File: src/design/wdtu_pkg.sv
// Package with register map, field positions, reset values and timing counts of the watchdog unit
package wdtu_pkg;

    // Register indices; byte address on APB is four times the index
    localparam logic [15:0] IDX_PROC_MODE_ONE   = 16'h0005;
    localparam logic [15:0] IDX_VMON_TWO_CTRL   = 16'h002c;
    localparam logic [15:0] IDX_CSP_CONTROL     = 16'h037c;
    localparam logic [15:0] IDX_WDT_REFRESH     = 16'h037d;
    localparam logic [15:0] IDX_WDT_START       = 16'h037e;
    localparam logic [15:0] IDX_WDT_CONTROL     = 16'h037f;
    localparam logic [15:0] IDX_BOOT_OPTION     = 16'hffff;

    // Smallest address width that reaches the highest index
    localparam int          MIN_ADDR_W          = 18;

    // Field positions
    localparam int          PM1_ACTION_BIT      = 2;
    localparam int          BOOT_START_BIT      = 0;
    localparam int          BOOT_PROTECT_BIT    = 7;
    localparam int          CSP_ENABLE_BIT      = 7;
    localparam int          WDC_PRESCALE_BIT    = 7;
    localparam int          WDC_COUNT_BITS      = 5;

    // Refresh sequence bytes
    localparam logic [7:0]  REFRESH_FIRST       = 8'h00;
    localparam logic [7:0]  REFRESH_SECOND      = 8'hff;

    // Reset values
    localparam logic [7:0]  PM1_RESET           = 8'h00;
    localparam logic [7:0]  VOLTAGE_MONITOR_TWO_CONTROL_RESET          = 8'h00;
    localparam logic [7:0]  BOOT_RESET          = 8'hff;
    localparam logic [31:0] RDATA_RESET         = 32'h0000_0000;

    // Prescaler limits for the counter tick; the tick period is one cycle more, 16 or 128 cycles
    localparam logic [6:0]  PRESCALE_SHORT      = 7'h0f;
    localparam logic [6:0]  PRESCALE_LONG       = 7'h7f;

    typedef enum logic [0:0] {
        RF_IDLE,
        RF_ARMED
    } wdtu_refresh_t;

endpackage : wdtu_pkg

File: src/design/wdtu_cnt_if.sv
// Interface between the watchdog control logic and its down counter
`timescale 1ns/100ps
`default_nettype none
interface wdtu_cnt_if #(
    parameter int CW = 15
);
    logic          tick;
    logic          reload;
    logic          run;
    logic [CW-1:0] count;
    logic          underflow;

    modport ctl (output tick, output reload, output run, input count, input underflow);
    modport cnt (input tick, input reload, input run, output count, output underflow);
endinterface : wdtu_cnt_if
`default_nettype wire

File: src/design/wdtu_counter.sv
// Watchdog down counter with reload and underflow pulse
`timescale 1ns/100ps
`default_nettype none
module wdtu_counter #(
    parameter int CW = 15
) (
    input  wire logic   pclk,
    input  wire logic   presetn,
    wdtu_cnt_if.cnt     cbus
);
    import wdtu_pkg::*;

    localparam logic [CW-1:0] FULL = {CW{1'b1}};

    logic [CW-1:0] count_q;
    logic [CW-1:0] count_d;
    logic          uf_q;
    logic          uf_d;

    always_comb begin
        count_d = count_q;
        uf_d    = 1'b0;
        if (cbus.reload) begin
            count_d = FULL;
        end else if (cbus.run && cbus.tick) begin
            if (count_q == '0) begin
                count_d = FULL;
                uf_d    = 1'b1;
            end else begin
                count_d = count_q - 1'b1;
            end
        end
    end

    always_ff @(posedge pclk or negedge presetn) begin
        if (!presetn) begin
            count_q <= FULL;
            uf_q    <= 1'b0;
        end else begin
            count_q <= count_d;
            uf_q    <= uf_d;
        end
    end

    assign cbus.count     = count_q;
    assign cbus.underflow = uf_q;
endmodule : wdtu_counter
`default_nettype wire

File: src/design/wdtu_top.sv
// Watchdog timer unit with APB register slave, refresh sequence, boot strap and underflow action
//
// Behaviour
// - An underflow of the counter raises either a watchdog interrupt request or a chip reset request.
// - Bit 2 of the processor mode register picks the action: 0 gives the interrupt, 1 gives the reset.
// - Besides a start from stop, only a write of 00h followed by a write of ffh to the refresh register reloads the counter.
// - Any write to the start register with pstrb bit 0 set starts the counter whatever the data.
// - Boot option bit 0 at reset release starts counting automatically when 0 and leaves it stopped when 1.
`timescale 1ns/100ps
`default_nettype none
module wdtu_top #(
    parameter int AW = 18,
    parameter int CW = 15
) (
    input  wire logic          pclk,
    input  wire logic          presetn,
    input  wire logic          psel,
    input  wire logic          penable,
    input  wire logic          pwrite,
    input  wire logic [AW-1:0] paddr,
    input  wire logic [31:0]   pwdata,
    input  wire logic [3:0]    pstrb,
    input  wire logic [7:0]    boot_option_in,
    output logic [31:0]        prdata,
    output logic               pready,
    output logic               pslverr,
    output logic               wdt_irq_req,
    output logic               wdt_rst_req,
    output logic               wdt_running
);
    import wdtu_pkg::*;

    // Refuse parameter values the decode or the status field cannot serve
    generate
        if (AW < MIN_ADDR_W || AW > 32) begin : g_bad_aw
            $error("Address width cannot reach the register map");
        end
        if (CW < WDC_COUNT_BITS || CW > 24) begin : g_bad_cw
            $error("Counter width out of range");
        end
    endgenerate

    // Down counter lives in its own module behind the counter interface
    wdtu_cnt_if #(.CW(CW)) cbus ();

    wdtu_counter #(.CW(CW)) u_counter (
        .pclk    (pclk),
        .presetn (presetn),
        .cbus    (cbus.cnt)
    );

    // ---------------- APB slave ----------------
    logic [15:0]   idx;
    logic          aligned;
    logic          mapped;
    logic          setup;
    logic          wr_en;
    logic [7:0]    wbyte;
    logic [31:0]   rdata_sel;

    logic [31:0]   prdata_q;
    logic [31:0]   prdata_d;
    logic          pready_q;
    logic          pready_d;
    logic          pslverr_q;
    logic          pslverr_d;

    assign idx     = 16'(paddr[AW-1:2]);
    assign aligned = (paddr[1:0] == 2'b00) && (paddr[AW-1:2] == (AW-2)'(idx));
    assign setup   = psel && !penable && !pready_q;
    assign wbyte   = pwdata[7:0];
    // Write lands at the access edge where pready is seen high
    assign wr_en   = psel && penable && pready_q && pwrite && !pslverr_q && pstrb[0];

    // ---------------- Register and control state ----------------
    logic [7:0]    pm1_q;
    logic [7:0]    pm1_d;
    logic [7:0]    voltage_monitor_two_control_q;
    logic [7:0]    voltage_monitor_two_control_d;
    logic [7:0]    boot_q;
    logic [7:0]    boot_d;
    logic          strap_taken_q;
    logic          strap_taken_d;
    logic          prot_q;
    logic          prot_d;
    logic          pre_sel_q;
    logic          pre_sel_d;
    logic          run_q;
    logic          run_d;
    logic          reload;
    // Refresh sequence state
    wdtu_refresh_t rf_q;
    wdtu_refresh_t rf_d;
    // Underflow action pulses
    logic          irq_q;
    logic          irq_d;
    logic          rst_q;
    logic          rst_d;

    // Prescaler state
    logic [6:0]    pre_q;
    logic [6:0]    pre_d;
    logic [6:0]    pre_lim;
    logic          tick;

    // Unmapped or misaligned accesses are refused here and never reach the register state
    // Address decode and read data for the setup cycle
    always_comb begin
        mapped    = 1'b1;
        rdata_sel = RDATA_RESET;
        case (idx)
            IDX_PROC_MODE_ONE: rdata_sel[7:0] = pm1_q;
            IDX_VMON_TWO_CTRL: rdata_sel[7:0] = voltage_monitor_two_control_q;
            IDX_CSP_CONTROL:   rdata_sel[CSP_ENABLE_BIT] = prot_q;
            IDX_WDT_REFRESH:   rdata_sel = RDATA_RESET;
            IDX_WDT_START:     rdata_sel = RDATA_RESET;
            IDX_WDT_CONTROL: begin
                rdata_sel[WDC_PRESCALE_BIT]    = pre_sel_q;
                rdata_sel[WDC_COUNT_BITS-1:0]  = cbus.count[CW-1 -: WDC_COUNT_BITS];
            end
            IDX_BOOT_OPTION:   rdata_sel[7:0] = boot_q;
            default:           mapped = 1'b0;
        endcase
        if (!aligned) begin
            mapped = 1'b0;
        end
    end

    // Read data is latched at setup so it still stands after the access ends
    // One wait-free access: pready rises in the access phase after every setup
    always_comb begin
        pready_d  = setup;
        prdata_d  = prdata_q;
        pslverr_d = pslverr_q;
        if (setup) begin
            pslverr_d = !mapped;
            prdata_d  = (mapped && !pwrite) ? rdata_sel : RDATA_RESET;
        end else if (pready_q) begin
            pslverr_d = 1'b0;
        end
    end

    always_ff @(posedge pclk or negedge presetn) begin
        if (!presetn) begin
            pready_q  <= 1'b0;
            prdata_q  <= RDATA_RESET;
            pslverr_q <= 1'b0;
        end else begin
            pready_q  <= pready_d;
            prdata_q  <= prdata_d;
            pslverr_q <= pslverr_d;
        end
    end

    // The strap is taken once, at the first edge after reset release; later pin changes are ignored
    // Strap capture, registers, start and refresh sequence
    always_comb begin
        pm1_d         = pm1_q;
        voltage_monitor_two_control_d        = voltage_monitor_two_control_q;
        boot_d        = boot_q;
        strap_taken_d = 1'b1;
        prot_d        = prot_q;
        pre_sel_d     = pre_sel_q;
        run_d         = run_q;
        rf_d          = rf_q;
        reload        = 1'b0;
        if (!strap_taken_q) begin
            boot_d = boot_option_in;
            if (!boot_option_in[BOOT_START_BIT]) begin
                run_d  = 1'b1;
                reload = 1'b1;
            end
            if (!boot_option_in[BOOT_PROTECT_BIT]) begin
                prot_d = 1'b1;
            end
        end
        if (wr_en) begin
            case (idx)
                IDX_PROC_MODE_ONE: pm1_d = wbyte;
                IDX_VMON_TWO_CTRL: voltage_monitor_two_control_d = wbyte;
                IDX_CSP_CONTROL: begin
                    if (wbyte[CSP_ENABLE_BIT]) begin
                        prot_d = 1'b1;
                    end
                end
                IDX_WDT_CONTROL: begin
                    // Protection locks the prescaler choice
                    if (!prot_q) begin
                        pre_sel_d = wbyte[WDC_PRESCALE_BIT];
                    end
                end
                IDX_WDT_START: begin
                    // A start while running keeps the count, so it cannot stand in for a refresh
                    if (!run_q) begin
                        reload = 1'b1;
                    end
                    run_d = 1'b1;
                end
                default: ;
            endcase
            // Writes elsewhere leave the sequence armed; a second 00h keeps it armed
            if (idx == IDX_WDT_REFRESH) begin
                case (rf_q)
                    RF_IDLE: begin
                        rf_d = (wbyte == REFRESH_FIRST) ? RF_ARMED : RF_IDLE;
                    end
                    RF_ARMED: begin
                        if (wbyte == REFRESH_SECOND) begin
                            reload = 1'b1;
                            rf_d   = RF_IDLE;
                        end else if (wbyte == REFRESH_FIRST) begin
                            rf_d = RF_ARMED;
                        end else begin
                            rf_d = RF_IDLE;
                        end
                    end
                    default: rf_d = RF_IDLE;
                endcase
            end
        end
    end

    always_ff @(posedge pclk or negedge presetn) begin
        if (!presetn) begin
            pm1_q         <= PM1_RESET;
            voltage_monitor_two_control_q        <= VOLTAGE_MONITOR_TWO_CONTROL_RESET;
            boot_q        <= BOOT_RESET;
            strap_taken_q <= 1'b0;
            prot_q        <= 1'b0;
            pre_sel_q     <= 1'b0;
            run_q         <= 1'b0;
            rf_q          <= RF_IDLE;
        end else begin
            pm1_q         <= pm1_d;
            voltage_monitor_two_control_q        <= voltage_monitor_two_control_d;
            boot_q        <= boot_d;
            strap_taken_q <= strap_taken_d;
            prot_q        <= prot_d;
            pre_sel_q     <= pre_sel_d;
            run_q         <= run_d;
            rf_q          <= rf_d;
        end
    end

    // Prescaler: one tick pulse per divided period; protection ticks every cycle
    // Restart on stop, reload and tick so the first period after a start is a full one
    assign pre_lim = pre_sel_q ? PRESCALE_LONG : PRESCALE_SHORT;
    assign tick    = prot_q || (pre_q >= pre_lim);

    always_comb begin
        pre_d = pre_q;
        if (!run_q || reload || tick) begin
            pre_d = 7'h00;
        end else begin
            pre_d = pre_q + 7'h01;
        end
    end

    always_ff @(posedge pclk or negedge presetn) begin
        if (!presetn) begin
            pre_q <= 7'h00;
        end else begin
            pre_q <= pre_d;
        end
    end

    // Tick is a clock enable, one cycle per period or every cycle under protection; the counter never sees a second clock
    assign cbus.tick   = tick;
    assign cbus.run    = run_q;
    assign cbus.reload = reload;

    // Underflow action
    // The mode bit is read at the underflow itself, so a late change still takes effect
    always_comb begin
        irq_d = 1'b0;
        rst_d = 1'b0;
        if (cbus.underflow) begin
            if (pm1_q[PM1_ACTION_BIT]) begin
                rst_d = 1'b1;
            end else begin
                irq_d = 1'b1;
            end
        end
    end

    always_ff @(posedge pclk or negedge presetn) begin
        if (!presetn) begin
            irq_q <= 1'b0;
            rst_q <= 1'b0;
        end else begin
            irq_q <= irq_d;
            rst_q <= rst_d;
        end
    end

    // All outputs come straight from flip-flops
    assign prdata      = prdata_q;
    assign pready      = pready_q;
    assign pslverr     = pslverr_q;
    assign wdt_irq_req = irq_q;
    assign wdt_rst_req = rst_q;
    assign wdt_running = run_q;
endmodule : wdtu_top
`default_nettype wire

File: config.mk
export PLATFORM = sky130hd
export DESIGN_NAME = wdtu_top
export DESIGN_NICKNAME = d
export VERILOG_FILES = /design/src/design/wdtu_pkg.sv /design/src/design/wdtu_cnt_if.sv /design/src/design/wdtu_counter.sv /design/src/design/wdtu_top.sv
export SDC_FILE = /design/constraint.sdc
export NUM_CORES = 1
export LEC_CHECK = 0
export BUFFER_PORTS_ARGS = -buffer_cell sky130_fd_sc_hd__buf_2
export CORE_MARGIN = 1.5
export CORE_UTILIZATION = 45
export CTS_CLUSTER_SIZE = 25
export DETAILED_ROUTE_END_ITERATION = 12
export GPL_TIMING_DRIVEN = 0
export PLACE_DENSITY = 0.72
export SYNTH_ARGS = -nofsm -noshare
export SYNTH_HDL_FRONTEND = slang
export SYNTH_SLANG_ARGS = --single-unit
File: constraint.sdc
create_clock -name pclk -period 3.05 [get_ports pclk]
set_input_delay 0.1525 -clock pclk [delete_from_list [all_inputs] [get_ports pclk]]
set_output_delay 0.1525 -clock pclk [all_outputs]
set_load 0.005 [all_outputs]
Yosys cells after proc, flatten, opt, wreduce, memory -nomap -nowiden
Cells that the tools add are included.
{"block": "word_totals", "reg_bits": 88, "latchBits": 0, "ram_bits": 0, "mem_bits_ro": 0, "in_bits": 67, "output_inout_bits": 37, "elab_cells": 97, "memories": 0}
{"block": "op_classes", "addsub": 2, "multipliers": 0, "div_mod_pow": 0, "order_cmp": 1, "eq_ne": 8, "shifts": 0, "n_mux": 40, "bitwise": 2, "reduce_logical": 28}
{"cell": "== test 16 x 10 -> 1 bit (second input constant)", "n": 4}
{"cell": "two-way mux 15 bit", "n": 3}
{"cell": "two-way mux 1 bit", "n": 30}
{"cell": "case mux 5 bit (4 select lines)", "n": 1}
{"cell": "== test 16 bit (second input constant)", "n": 1}
{"cell": "== test 16 x 3 -> 1 bit (second input constant)", "n": 1}
{"cell": "== test 16 x 6 -> 1 bit (second input constant)", "n": 1}
{"cell": "logical NOT 15 bit", "n": 1}
{"cell": "subtractor 15 x 1 -> 15 bit (second input constant)", "n": 1}
{"cell": "two-way mux 7 bit", "n": 2}
{"cell": "logical AND 1 bit", "n": 9}
{"cell": "== test 8 bit (second input constant)", "n": 1}
{"cell": "logical NOT 8 bit", "n": 1}
{"cell": "two-way mux 8 bit", "n": 1}
{"cell": "adder 7 x 1 -> 7 bit (second input constant)", "n": 1}
{"cell": "greater-or-equal comparator 7 bit", "n": 1}
{"cell": "OR reduction 7 bit", "n": 1}
{"cell": "logical NOT 1 bit", "n": 6}
{"cell": "case mux 2 bit (3 select lines)", "n": 1}
{"cell": "AND reduction 2 bit", "n": 3}
{"cell": "case mux 1 bit (5 select lines)", "n": 1}
{"cell": "nonzero test 2 bit", "n": 2}
{"cell": "logical OR 1 bit", "n": 3}
{"cell": "AND reduction 3 bit", "n": 1}
{"cell": "other kinds (3)", "n": 4}

Logic depth before layout (Yosys ltp)
{"block": "depth", "depth_word": 11, "depth_mapped": 7, "depth_no_buf": 7}

Modules after synthesis
From an unflattened synthesis, not the netlist that was laid out.
{"block": "hier_totals", "cells_unflattened": 352, "hier_area_um2": 3519.6}
{"mod": "wdtu_top", "n_inst": 1, "cells_per_inst": 260, "area_each_um2": 2591.2}
{"mod": "wdtu_counter", "n_inst": 1, "cells_per_inst": 92, "area_each_um2": 928.4}

Least setup slack after synthesis
OpenSTA, ideal clock, no wires.
{"block": "synth_timing", "path_kind": "register -> register", "startpoint": "register pre_q[5]", "endpoint": "register u_counter.count_q[7], in the netlist u_counter.cbus.count[7]", "arrival_time_ns": 2.069, "setup_slack_ns": 0.886, "path_stages_with_launch": 7, "path_cell_list": "dfrtp_1 > ha_1 > nand3_1 > o32ai_1 > o21ai_1 > o41ai_1 > o211ai_1"}
{"block": "synth_via", "elab_chain_cells": 4}
{"element": "from (decl)", "line_no": "wdtu_top.sv:101", "source": "logic [6:0] pre_q;"}
{"element": "from (signal assigned)", "line_no": "wdtu_top.sv:263", "source": "pre_q <= pre_d;"}
{"element": "greater-or-equal comparator 7 bit", "line_no": "wdtu_top.sv:248", "source": "assign tick = prot_q || (pre_q >= pre_lim);"}
{"element": "logical OR 1 bit", "line_no": "wdtu_top.sv:248"}
{"element": "logical AND 1 bit", "line_no": "wdtu_counter.sv:25", "source": "end else if (cbus.run && cbus.tick) begin"}
{"element": "nonzero test 2 bit (no source line)"}
{"element": "to (signal assigned)", "line_no": "wdtu_counter.sv:40", "source": "count_q <= count_d;"}
{"element": "to (decl)", "line_no": "wdtu_counter.sv:15", "source": "logic [CW-1:0] count_q;"}
Every way passes these cells.
A chain may end at the register's enable or synchronous reset.

Final worst setup path
{"block": "layout_timing", "startpoint": "register pre_q[0]", "endpoint": "register u_counter.count_q[7], in the netlist u_counter.cbus.count[7]"}
The elaborated chain is that of the path after synthesis.

==> summary.txt <==
Critical path arrival: 2900 ps
Highest Signal Layer: met4
N_diodes: 0
Worst Hold Depth: 2
Internal power: 0.00136 W
Die Width: 90.9 um
Comb pwr share: 9.7%
Met3 WL: 504 um
Setup TNS: 0 ps
Compound-Gate Fraction of Synth Area: 11.9%
Via count: 2,943
Wire length of the first global-routing pass: 13.6 mm
WS Path Type: reg -> reg
DR pass1 iterations: 5
Clk sinks: 64
Io pins: 104
Synth Area in XOR/XNOR: 2.27%
Initial antenna violation count: 0
Hold Vio Cnt, Final: 0
Register clock-pin slew on the reported worst setup and hold paths: 70 ps
Root Driver: clkbuf_8
Crit path capture type: flip-flop
Final Skew: 8.35 ps
Worst R2R Path Depth: 6
Pwr Density: 436 nW/um^2
Core Area: 7370 sq um
Peak Freq: 379 MHz
H-Tree Depth: 3
Yosys reg bits: 64
Area after DPL: 3950 sq um
Leakage: 2.00 nW
Sequential power share: 51.7%
M1 WL: 3.60 mm
Post-layout minimum cycle time: 2640 ps
Die footprint: 8250 sq um
Largest net degree at the start of global routing: 65
DP Wirelength: 5.78 mm
GRT overflow: 0
GPL Wtd Cong: 0.847
Worst-Margin Slew: 1280 ps
Worst hold margin: 32.1 ps
Final Cycle Share: 86.6%
DR WL/cell: 14.8 um
Num CTS Buffers: 9
Post-Synth Simple-Gate Area: 21.2%
Adder-cell share of the synthesized area: 1.80%
Cell variety after synth: 51
Share of synthesized area occupied by flip-flops and latches: 46.9%
Crit-path max FO: 10
Clk pwr share: 38.6%
Post-synth ARST share: 100%
Total Routing Usage GR: 20.7%
Most area-hungry cell type in the Yosys netlist: dfrtp_1
Worst-skew pair later-pin latency: 350 ps
Remaining DRCs: 0
Total Routed Length: 7.94 mm
Longest Clk Path Bufs: 2
Fill count: 661
Psw: 0.000440 W
Area occupied by multi-input gates: 1660 sq um
Vias per std cell: 5.48
Routed Antenna Nets: 0
Hold WC Path Type: in -> reg
Worst EP required: 3310 ps
CTS tree: yes
Storage cell area: 1630 sq um
Post-route cell area: 4140 sq um
WL met2: 3.70 mm
RSZ-0062 raised after global routing: no
Final setup fails: 0
Top cell type's share of synthesized area: 29.5%
Buffers on Ports: 52
Largest family of logic cells by synthesized area: simple AND/OR/NAND/NOR gates
Row Count: 31
Synth area leaders: dfrtp_1 (30%), dfstp_2 (17%), mux2_2 (7.8%), buf_4 (5.4%), and3_1 (4.1%)
Initial Util: 47.1%
P&R area growth vs syn: 19.3%
Number of synthesized flops with an enable pin: 0
Worst VDD drop: 238 uV
Die Span Y: 90.9 um
Mean post-synth cell area: 10.0 sq um
Status: finished clean
Sw frac: 24.4%
Postcts setup bufs: 0
Nets@finish: 505
Synthesized area: 3470 sq um
Worst Setup Start Kind: flip-flop
Slew margin rel.: 14.0%
Initial drt markers: 159
Yosys warns: 0
Share of cells above drive strength 1: 33.3%
Max-cap violations: 0
Commonest register cell after synthesis: dfrtp_1
Vias in the first global route: 2,861
Synth Instances: 346
Post-synthesis mux area share: 7.78%
Max Slew Vio Count: 0
-- stage by stage --
stage          util, %  total power (W)  setup WS, ps  instances
2_1_floorplan        -          0.00104           886        369
3_3_place_gp      53.5          0.00111           461        520
6_report          56.2          0.00180           409        537
4_1_cts           56.1          0.00182           412        536
3_5_place_dp      53.6          0.00112           463        520
5_1_grt           56.2          0.00190           270        537
-- power by group through the flow --
stage	clock network (W)	registers, W	logic, W
after detailed placement	0	0.000945	0.000175
after CTS	0.000712	0.000932	0.000174
final	0.000698	0.000932	0.000175
after floorplan	0	0.000938	0.000102
after global placement	0	0.000944	0.000169
after global routing	0.000759	0.000937	0.000199
-- cell usage in the layout, fill, tap and decap left out, types with 16 or more instances in the layout --
| master | instances |
|---|---|
| buf_2 | 53 |
| dfrtp_1 | 41 |
| buf_4 | 26 |
| conb_1 | 25 |
| mux2_2 | 24 |
| nand2_1 | 23 |
| and3_1 | 23 |
| dfstp_2 | 23 |
| o21ai_0 | 21 |
| nor2_1 | 18 |
| nand3_1 | 16 |
-- layout make-up --
type	count	area share, %
flip-flops and latches	64	39.3
plain buffers	33	5.50
inverters	13	1.18
multi-input cells	259	40.0
well taps	99	2.99
clock buffers	13	3.35
repair buffers	53	6.58
clock inverters	3	1.03
-- kinds of logic (layout without fill, tap and decap cells) --
group | Yosys count | count (layout)
other cells | 2 | 25
simple gates | 135 | 135
buf+inv | 46 | 115
mux | 24 | 24
flops | 64 | 64
fa+ha+maj | 5 | 5
xor+xnor | 9 | 9
compound gates | 61 | 61
-- flip-flops by register name (all words and copies together), names as in the netlist --
register                       cells
u_counter.cbus.count              15
pm1_q                              8
boot_q                             8
prdata                             8
wdt_running                        1
pready                             1
pre_q                              7
pre_sel_q                          1
u_counter.cbus.underflow           1
voltage_monitor_two_control_q      8
prot_q                             1
rf_q                               1
pslverr                            1
wdt_irq_req                        1
wdt_rst_req                        1
strap_taken_q                      1
-- repair_timing --
action                                 in CTS  in global routing
gates resized for setup                     0                  0
endpoints found under the hold margin       0                 41
hold buffers                                0                  1
setup endpoints to repair                   0                  0
-- cell usage after synthesis (2+ instances only) --
master	count
dfrtp_1	41
buf_4	25
mux2_2	24
and3_1	23
dfstp_2	23
nand2_1	23
o21ai_0	21
nor2_1	18
nand3_1	16
inv_1	13
nor3_1	10
nor4_1	10
nand4_1	9
xor2_1	8
a21oi_1	7
a2111oi_0	6
and2_1	6
clkbuf_1	5
ha_1	5
o211ai_1	5
o31ai_1	4
nand2b_1	3
nor2b_1	3
or3_1	3
a222oi_1	2
buf_2	2
conb_1	2
nor4_2	2
o2111ai_1	2
o21a_1	2
o21ai_1	2
or2_2	2
-- path summary, 6_finish.rpt --
path	start	endpoint	slack, ps
min in group asynchronous	presetn	strap_taken_q	430
max in group asynchronous	presetn	u_counter.cbus.underflow	2110
worst max-delay path	pre_q[0]	u_counter.cbus.count[7]	410
worst max register to register	pre_q[0]	u_counter.cbus.count[7]	410
worst min register to register	pready	pslverr	480
worst min-delay path	boot_option_in[5]	boot_q[5]	30
-- critical path, stage by stage, from the launching register on --
cell and delay [ps]:
dfrtp_1 450, ha_1 290, a21oi_1 60, o32ai_1 750
o21ai_1 420, o41ai_1 430, o211ai_1 150
-- metal layers --
metal  GRT usage (%)  up-vias
met3            4.04       11
met1            27.8     1418
met2            32.1      118
met5               0        -
li1                -     1396
met4            9.38        0
Power figures use the tool's default switching activity.
